File: config.mk
export PLATFORM = sky130hd
export DESIGN_NAME = pabc_top
export DESIGN_NICKNAME = d
export VERILOG_FILES = /design/src/design/pabc_pkg.sv /design/src/design/pabc_chop_gen.sv /design/src/design/pabc_top.sv
export SDC_FILE = /design/constraint.sdc
export NUM_CORES = 1
export LEC_CHECK = 0
export BUFFER_PORTS_ARGS = -buffer_cell sky130_fd_sc_hd__buf_2
export CAP_MARGIN = 30
export CORE_UTILIZATION = 48
export DETAILED_ROUTE_END_ITERATION = 10
export PLACE_DENSITY_LB_ADDON = 0.3
export RECOVER_POWER = 50
export SLEW_MARGIN = 0
export SYNTH_ARGS = -nofsm -noshare
export SYNTH_HDL_FRONTEND = slang
export SYNTH_SLANG_ARGS = --single-unit
File: constraint.sdc
create_clock -name clk_i -period 4 [get_ports clk_i]
set_input_delay 0.8 -clock clk_i [delete_from_list [all_inputs] [get_ports clk_i]]
set_output_delay 0.8 -clock clk_i [all_outputs]
set_load 0.05 [all_outputs]
File: src/design/pabc_pkg.sv
// Package with register map, field layout and codes of the aux control
package pabc_pkg;
   localparam int          APB_AW            = 12;
   localparam logic [11:0] AUX_CTRL_OFFSET   = 12'h000;
   localparam logic [11:0] LEB_CTRL_OFFSET   = 12'h004;
   localparam logic [15:0] AUX_CTRL_RESET    = 16'h0000;
   localparam logic [15:0] AUX_CTRL_WMASK    = 16'h0f3f;
   localparam logic [15:0] LEB_CTRL_RESET    = 16'h0000;
   localparam logic [15:0] LEB_CTRL_WMASK    = 16'h0003;
   localparam int          LOW_CHOP_BIT      = 0;
   localparam int          HIGH_CHOP_BIT     = 1;
   localparam int          CHOP_SEL_LSB      = 2;
   localparam int          CHOP_SEL_MSB      = 5;
   localparam int          BLANK_SEL_LSB     = 8;
   localparam int          BLANK_SEL_MSB     = 11;
   localparam int          BLANK_FAULT_BIT   = 0;
   localparam int          BLANK_CLIM_BIT    = 1;
   localparam int          CHOP_DIV_DEFAULT  = 16;
   localparam int          CHOP_DIV_W        = 16;
   typedef enum logic [3:0] {
      PABC_SRC_NONE = 4'h0,
      PABC_SRC_CH1  = 4'h1,
      PABC_SRC_CH2  = 4'h2,
      PABC_SRC_CH3  = 4'h3
   } pabc_src_t;
endpackage

File: src/design/pabc_chop_gen.sv
// Internal chop clock generator: square wave from a cycle divider
`timescale 1ns/10ps
module pabc_chop_gen #(
   parameter int HALF_PERIOD = pabc_pkg::CHOP_DIV_DEFAULT
) (
   input  wire logic clk_i,
   input  wire logic rst_i,
   output logic      chop_clk_o
);
   localparam int W = pabc_pkg::CHOP_DIV_W;
   localparam logic [W-1:0] LAST = W'(HALF_PERIOD - 1);
   logic [W-1:0] cnt_q;
   logic [W-1:0] cnt_d;
   logic         lvl_q;
   logic         lvl_d;

   // Count a half period, then toggle the level
   always_comb begin
      cnt_d = cnt_q + W'(1);
      lvl_d = lvl_q;
      if (cnt_q >= LAST) begin
         cnt_d = '0;
         lvl_d = ~lvl_q;
      end
   end

   always_ff @(posedge clk_i or posedge rst_i) begin
      if (rst_i) begin
         cnt_q <= '0;
         lvl_q <= 1'b0;
      end else begin
         cnt_q <= cnt_d;
         lvl_q <= lvl_d;
      end
   end

   assign chop_clk_o = lvl_q;
endmodule

File: src/design/pabc_top.sv
// PWM auxiliary blanking and chop control with APB register slave
//
// Function
// - Blank source code 0 off, 1-3 channels
// - Active blank masks limit/fault per enables
// - Selected chop signal gates enabled outputs
// - High chop enable bit 1 gates high
// - Low chop enable bit 0 gates low
`timescale 1ns/10ps
module pabc_top #(
   parameter int CHOP_HALF_PERIOD = pabc_pkg::CHOP_DIV_DEFAULT
) (
   input  wire logic        clk_i,
   input  wire logic        rst_i,
   input  wire logic        psel_i,
   input  wire logic        penable_i,
   input  wire logic        pwrite_i,
   input  wire logic [11:0] paddr_i,
   input  wire logic [31:0] pwdata_i,
   input  wire logic [3:0]  pstrb_i,
   output logic [31:0]      prdata_o,
   output logic             pready_o,
   output logic             pslverr_o,
   input  wire logic        pwm_high_i,
   input  wire logic        pwm_low_i,
   input  wire logic        channel1_high_output_i,
   input  wire logic        channel2_high_output_i,
   input  wire logic        channel3_high_output_i,
   input  wire logic        current_limit_i,
   input  wire logic        fault_i,
   output logic             high_side_output_o,
   output logic             low_side_output_o,
   output logic             current_limit_o,
   output logic             fault_o,
   output logic             state_blank_o
);
   logic [15:0] aux_q;
   logic [15:0] aux_d;
   logic [15:0] leb_q;
   logic [15:0] leb_d;
   logic [31:0] rdata_q;
   logic [31:0] rdata_d;
   logic        err_q;
   logic        err_d;
   logic        hi_q;
   logic        hi_d;
   logic        lo_q;
   logic        lo_d;
   logic        cl_q;
   logic        cl_d;
   logic        ft_q;
   logic        ft_d;
   logic        blank_q;
   logic        blank_d;
   logic        gen_chop;
   logic        chop_sig;
   logic        blank_sig;
   logic        setup;
   logic        access;
   logic        hit_aux;
   logic        hit_leb;

   // Pick one channel high-side signal; code 0 and reserved give 0
   function automatic logic pick_ch(input logic [3:0] code,
                                    input logic c1,
                                    input logic c2,
                                    input logic c3);
      logic r;
      r = 1'b0;
      case (code)
         pabc_pkg::PABC_SRC_CH1: r = c1;
         pabc_pkg::PABC_SRC_CH2: r = c2;
         pabc_pkg::PABC_SRC_CH3: r = c3;
         default:                r = 1'b0;
      endcase
      return r;
   endfunction

   // Merge byte-enabled write data into a 16-bit register
   function automatic logic [15:0] wmerge(input logic [15:0] old,
                                          input logic [31:0] wd,
                                          input logic [3:0]  st,
                                          input logic [15:0] msk);
      logic [15:0] n;
      n = old;
      if (st[0]) n[7:0] = wd[7:0];
      if (st[1]) n[15:8] = wd[15:8];
      return n & msk;
   endfunction

   pabc_chop_gen #(
      .HALF_PERIOD (CHOP_HALF_PERIOD)
   ) u_chop_gen (
      .clk_i      (clk_i),
      .rst_i      (rst_i),
      .chop_clk_o (gen_chop)
   );

   // APB decode; one access cycle, zero wait states
   assign setup    = psel_i & ~penable_i;
   assign access   = psel_i & penable_i;
   assign hit_aux  = (paddr_i == pabc_pkg::AUX_CTRL_OFFSET);
   assign hit_leb  = (paddr_i == pabc_pkg::LEB_CTRL_OFFSET);
   assign pready_o = 1'b1;

   // Register writes land at the access edge, reads captured at setup
   always_comb begin
      aux_d   = aux_q;
      leb_d   = leb_q;
      rdata_d = rdata_q;
      err_d   = err_q;
      if (access && pwrite_i && hit_aux) begin
         aux_d = wmerge(aux_q, pwdata_i, pstrb_i, pabc_pkg::AUX_CTRL_WMASK);
      end
      if (access && pwrite_i && hit_leb) begin
         leb_d = wmerge(leb_q, pwdata_i, pstrb_i, pabc_pkg::LEB_CTRL_WMASK);
      end
      if (setup) begin
         err_d   = ~(hit_aux | hit_leb);
         rdata_d = 32'h0000_0000;
         if (!pwrite_i && hit_aux) rdata_d = {16'h0000, aux_q};
         if (!pwrite_i && hit_leb) rdata_d = {16'h0000, leb_q};
      end
   end

   always_ff @(posedge clk_i or posedge rst_i) begin
      if (rst_i) begin
         aux_q   <= pabc_pkg::AUX_CTRL_RESET;
         leb_q   <= pabc_pkg::LEB_CTRL_RESET;
         rdata_q <= 32'h0000_0000;
         err_q   <= 1'b0;
      end else begin
         aux_q   <= aux_d;
         leb_q   <= leb_d;
         rdata_q <= rdata_d;
         err_q   <= err_d;
      end
   end

   assign prdata_o  = rdata_q;
   assign pslverr_o = access & err_q;

   // Source selection for blanking and chopping
   assign blank_sig = pick_ch(aux_q[pabc_pkg::BLANK_SEL_MSB:
                                    pabc_pkg::BLANK_SEL_LSB],
                              channel1_high_output_i,
                              channel2_high_output_i,
                              channel3_high_output_i);
   assign chop_sig = (aux_q[pabc_pkg::CHOP_SEL_MSB:pabc_pkg::CHOP_SEL_LSB]
                      == pabc_pkg::PABC_SRC_NONE) ? gen_chop :
                     pick_ch(aux_q[pabc_pkg::CHOP_SEL_MSB:
                                   pabc_pkg::CHOP_SEL_LSB],
                             channel1_high_output_i,
                             channel2_high_output_i,
                             channel3_high_output_i);

   // Output gating: chop the PWM pair, mask limit and fault inputs
   always_comb begin
      hi_d = pwm_high_i;
      lo_d = pwm_low_i;
      if (aux_q[pabc_pkg::HIGH_CHOP_BIT]) begin
         hi_d = pwm_high_i & chop_sig;
      end
      if (aux_q[pabc_pkg::LOW_CHOP_BIT]) begin
         lo_d = pwm_low_i & chop_sig;
      end
      blank_d = blank_sig;
      cl_d = current_limit_i &
             ~(blank_sig & leb_q[pabc_pkg::BLANK_CLIM_BIT]);
      ft_d = fault_i &
             ~(blank_sig & leb_q[pabc_pkg::BLANK_FAULT_BIT]);
   end

   always_ff @(posedge clk_i or posedge rst_i) begin
      if (rst_i) begin
         hi_q    <= 1'b0;
         lo_q    <= 1'b0;
         cl_q    <= 1'b0;
         ft_q    <= 1'b0;
         blank_q <= 1'b0;
      end else begin
         hi_q    <= hi_d;
         lo_q    <= lo_d;
         cl_q    <= cl_d;
         ft_q    <= ft_d;
         blank_q <= blank_d;
      end
   end

   assign high_side_output_o = hi_q;
   assign low_side_output_o  = lo_q;
   assign current_limit_o    = cl_q;
   assign fault_o            = ft_q;
   assign state_blank_o      = blank_q;

   // Checks on the registered outputs and the chop select; the two gating checks skip the edge that left reset
   a_high_chop_and: assert property (@(posedge clk_i)
      disable iff (rst_i)
      !$past(rst_i) |-> high_side_output_o == $past(pwm_high_i &
         (~aux_q[pabc_pkg::HIGH_CHOP_BIT] | chop_sig)))
      else $error("high output gating wrong");
   a_low_chop_and: assert property (@(posedge clk_i)
      disable iff (rst_i)
      !$past(rst_i) |-> low_side_output_o == $past(pwm_low_i &
         (~aux_q[pabc_pkg::LOW_CHOP_BIT] | chop_sig)))
      else $error("low output gating wrong");
   a_chop_blocks_out: assert property (@(posedge clk_i)
      disable iff (rst_i)
      (!rst_i && aux_q[1:0] == 2'h3 && !chop_sig) |=>
         !high_side_output_o && !low_side_output_o)
      else $error("output active while chop low");
   a_chop_gen_sel: assert property (@(posedge clk_i)
      disable iff (rst_i)
      (!rst_i && aux_q[5:1] == 5'h01) |=>
         high_side_output_o == $past(pwm_high_i & gen_chop))
      else $error("generator not chop source");
   a_chop_ch2_sel: assert property (@(posedge clk_i)
      disable iff (rst_i)
      (aux_q[5:2] == 4'h2) |-> chop_sig == channel2_high_output_i)
      else $error("channel 2 not chop source");
   a_blank_off: assert property (@(posedge clk_i)
      disable iff (rst_i)
      (aux_q[11:8] == 4'h0 || aux_q[11:8] > 4'h3) |=> !state_blank_o)
      else $error("blank active when off");
   a_blank_ch3: assert property (@(posedge clk_i)
      disable iff (rst_i)
      (!rst_i && aux_q[11:8] == 4'h3) |=>
         state_blank_o == $past(channel3_high_output_i))
      else $error("channel 3 blank wrong");
   a_blank_masks: assert property (@(posedge clk_i)
      disable iff (rst_i)
      (blank_sig && leb_q[1]) |=> !current_limit_o)
      else $error("limit not blanked");
   a_fault_pass: assert property (@(posedge clk_i)
      disable iff (rst_i)
      (!rst_i && (!blank_sig || !leb_q[0])) |=> fault_o == $past(fault_i))
      else $error("fault not passed");
   c_chop_high: cover property (@(posedge clk_i) disable iff (rst_i)
      aux_q[1] && pwm_high_i && !chop_sig);
   c_blank_fault: cover property (@(posedge clk_i) disable iff (rst_i)
      blank_sig && leb_q[0] && fault_i);
   c_apb_write: cover property (@(posedge clk_i) disable iff (rst_i)
      access && pwrite_i && hit_aux);
endmodule

# Yosys cells after proc, flatten, opt, wreduce, memory -nomap -nowiden
# Cells that the tools add are included.
# op_classes
n_addsub,1
order_cmp,1
eq_ne,7
muxes,8
bitwise_logic,15
n_reduce_logical,11
# ops
operator,count
$mux W32,1
$add A16 B1 Y16 const B,1
$eq A4 B2 Y1 const B,4
$ge A16 B4 Y1 const B,1
$mux W16,1
$eq A12 B3 Y1 const B,1
$logic_not A12 Y1,1
$mux W12,1
$and A1 B1 Y1,9
$eq A4 B1 Y1 const B,2
$pmux W1 S3,2
$reduce_and A2 Y1,3
$logic_and A1 B1 Y1,5
$not A1 Y1,5
$logic_not A4 Y1,1
$mux W1,3
$logic_not A1 Y1,1
$or A1 B1 Y1,1
# word_totals
register_bits,67
in_bits,60
output_inout_bits,39
word_cells,55

# Longest topological paths before layout
# logic_depth
word_depth,5
ltp_mapped,5
depth_no_buf,4

# Modules after synthesis
# From an unflattened synthesis, not the netlist that was laid out.
# hier_totals
hier_cells,150
hier_area_um2,2004.4
# modules_own_cells
module,n_inst,cells_per_inst,area_each_um2,seq_area_each_um2
pabc_top,1,116,1422.6,700.7
pabc_chop_gen,1,34,581.8,425.4

# Worst setup path after synthesis
# Ideal clock, no wire load.
# synth_path
path_type,input-to-reg
from,in paddr_i[9]
to,reg aux_q[0]
setup_time_ns,0.125
t_arrival_ns,2.439
setup_slack_ns,1.436
stages,5
path_cell_list,or4_4 -> or4_4 -> nand2b_4 -> buf_6 -> mux2_4
# synth_between
elab_chain_len,3
# synth_lines
item,line,text
"start, declared",pabc_top.sv:18,"input wire logic [11:0] paddr_i,"
$logic_not A12 Y1,pabc_top.sv:102,assign hit_aux = (paddr_i == pabc_pkg::AUX_CTRL_OFFSET);
$logic_and A1 B1 Y1,pabc_top.sv:112,if (access && pwrite_i && hit_aux) begin
$reduce_and A2 Y1 (no source line),-,
"end signal, assigned",pabc_top.sv:128,aux_q <= pabc_pkg::AUX_CTRL_RESET;
"end signal, assigned",pabc_top.sv:133,aux_q <= aux_d;
"end, declared",pabc_top.sv:37,logic [15:0] aux_q;
# Every way passes these cells.
# A chain may end at the register's enable or synchronous reset.

==> impl_metrics.yaml <==
timing:
  fin_crit_sh_pct: 65.1
  slew_viol_final: 46
  setup_viol: 0
  finalHoldViolCount: 0
  worst_pin_slew_ns: 2.25
  hold_slack_ns: 0.484
  finalClockSkew_ns: 0.00232
  clock.fmax_ghz: 0.384
  finalSetupTns_ns: 0
  slew_headroom_pct: -49.7
  fin_crit_ns: 2.60
  rsz0062_at_grt: "no"
setup_path:
  r2r_slack_ns: 2.60
  crit_type: "in2async"
  crit_required_ns: 3.94
  timing.rr.end: "current_limit_o"
  reg2regPathDepth: 4
  cp_max_fo: 45
  endpoint_kind: "asynchronous set/reset pin"
  cp.arrival_ns: 2.55
  cp-start-kind: "input port"
  r2r_start: "aux_q[9]"
finish:
  area_delta_synth_final_pct: 18.8
  fill_cells: 313
  drive_above_1_share_pct: 37.5
  fin_cells: 256
  utilization_pct: 60.5
  multi_input_area_um2: 709
  antenna_cells: 0
  nNetsFinal: 269
  final-seq-area_um2: 1130
synthesis:
  ys.flop_type: "dfrtp_1"
  syn_area_um2: 1910
  post_synth_num_cell_types: 35
  synth_edf_count: 0
  yosys-top-cells-count: "dfrtp_1, buf_4, a22o_1, mux2_2, mux2_4"
  synth_area_leaders: "dfrtp_1, buf_4, mux2_4"
  ys_seq_area_share_pct: 59.1
  syn_inst: 141
  ys_ff_latch: 45
  synth_top_area_share_pct: 59.1
  postSynthAreaPerCell_um2: 13.5
  synth.most_common_cell: "dfrtp_1"
  yosys_warnings: 0
  yosysTopAreaCell: "dfrtp_1"
  async_reset_ff_share_pct: 100
floorplanning:
  placementRows: 22
  core-area_um2: 3740
  dieArea_um2: 4230
  initial_utilization_pct: 50.9
  fp.dieW_um: 65.0
  die_h_um: 65.0
  ios: 99
route:
  wl_um: 3120
  routedWlPerCell_um: 12.2
  drc: 0
  vias_per_cell: 4.73
  final_antenna_net_count: 0
  drt_pass1_iterations: 4
  vias: 1212
  drt-initial-drc-count: 30
global_routing:
  grt_max_degree: 46
  grt_overflow: 0
  grt_pass1_wl_um: 5190
  grtUsageTotal_pct: 17.0
  grt_pass1_vias: 1200
  antenna_found_initial: 0
clocking:
  cts_tree: "built"
  cts_resized: 0
  cts_made_buffers: 5
  cts_setup_buffers: 0
  cts_max_level: 2
  clock-root-buffer: "clkbuf_8"
  path_clk_slew_ns: 0.07
  clockBufferDepth: 2
  cts_hold_buf: 0
  clk_latency_ns: 0.29
  clkSinkCount: 45
placed_design:
  hpwl_um: 2430
  place_inst: 249
  portBuffers: 51
  place.gp.congestion: 0.724
pwr:
  irDropWorstVdd_uv: 231
  power-per-cell-area_nw_per_um2: 389
  p_comb_share_pct: 11.1
  power_switching_uw: 218
  clkPwrFrac_pct: 35.9
  power.leakage_nw: 1.21
  seqPwrFrac_pct: 52.9
  intPower_uw: 664
  power_uw: 882
  switching_share_pct: 24.7
worst_hold_path:
  hold_start: "u_chop_gen.cnt_q[0]"
  hold_depth: 1
  min_path_type: "reg2reg"
  min_to: "u_chop_gen.cnt_q[0]"
job:
  max_cap_violations: 1
outcome:
  status: "finished, violations left"
  violations: "capacitance limit, slew limit"
[registers in the layout (all words and copies together), names as in the netlist]
name and count:
prdata_o 10, state_blank_o 1, leb_q 2, aux_q 10, err_q 1, u_chop_gen.cnt_q 16, fault_o 1, current_limit_o 1
high_side_output_o 1, low_side_output_o 1, u_chop_gen.chop_clk_o 1
[routing by layer]
layer / global-route usage, % / wire [um]
met5: 0 / 0
met4: 8.97 / 65
met3: 4.23 / 203
met2: 28.3 / 1610
met1: 20.3 / 1240
[through the flow]
stage | area [um2] | worst slack, ns
2_1_floorplan | 2030 | 1.44
3_3_place_gp | 2170 | 1.30
3_5_place_dp | 2170 | 1.27
4_1_cts | 2270 | 1.58
5_1_grt | 2270 | 0.876
6_report | 2270 | 1.40
[final cells by class]
type / count / share of cell area [%]
Clock buffer: 5 / 3.04
Clock inverter: 2 / 1.55
Inverter: 2 / 0.331
Multi-Input combinational cell: 102 / 31.3
Sequential cell: 45 / 49.7
Tap cell: 48 / 2.65
Timing Repair Buffer: 52 / 11.4
[layout by cell type (no fill, tap or decap), drive strengths merged, types with 2 or more instances in the layout]
cell    synthesis  layout
o31ai           2       2
nor2            6       6
xor2            2       2
conb            2      35
and3            2       2
buf            24      51
a21boi          4       4
clkbuf          1       6
nor4            3       3
mux2           13      13
nand2b          3       3
mux2i           2       2
nor3            2       2
nand3           2       2
a22o            8       8
dfrtp          45      45
or4             3       3
clkinv          0       2
nand2           5       5
[worst max-delay path, cell delays in order]
cell and delay [ns]:
buf_2 0.10, clkinv_1 0.04, clkbuf_1 1.59
[worst max-delay path by stage]
| stage | start | endpoint | cells past startpoint |
|---|---|---|---|
| after floorplan | paddr_i[9] | aux_q[0] | 5 |
| after global placement | paddr_i[9] | aux_q[8] | 5 |
| after global routing | rst_i | aux_q[8] | 3 |
| final | rst_i | aux_q[11] | 3 |
| after CTS | paddr_i[9] | aux_q[9] | 5 |
| after detailed placement | paddr_i[9] | aux_q[9] | 5 |
[power by group through the flow]
stage	registers, mW	clock network [mW]	logic, mW
2_1_floorplan	0.483	0	0.0830
3_3_place_gp	0.475	0	0.0968
3_5_place_dp	0.476	0	0.0984
4_1_cts	0.467	0.326	0.0985
5_1_grt	0.468	0.346	0.105
6_report	0.467	0.317	0.0980
[cell families after synthesis]
| family | Yosys count | share of synthesized area, % |
|---|---|---|
| xor gates and xnor gates | 3 | 1.38 |
| buffers and inverters | 27 | 10.2 |
| muxes | 16 | 11.1 |
| other | 2 | 0.394 |
| and+or+nand+nor | 30 | 10.0 |
| AOI/OAI and AO/OA | 17 | 7.15 |
| adders and majority gates | 1 | 0.656 |
| DFF | 45 | 59.1 |
Note: power is estimated with default switching activity, not from simulation.
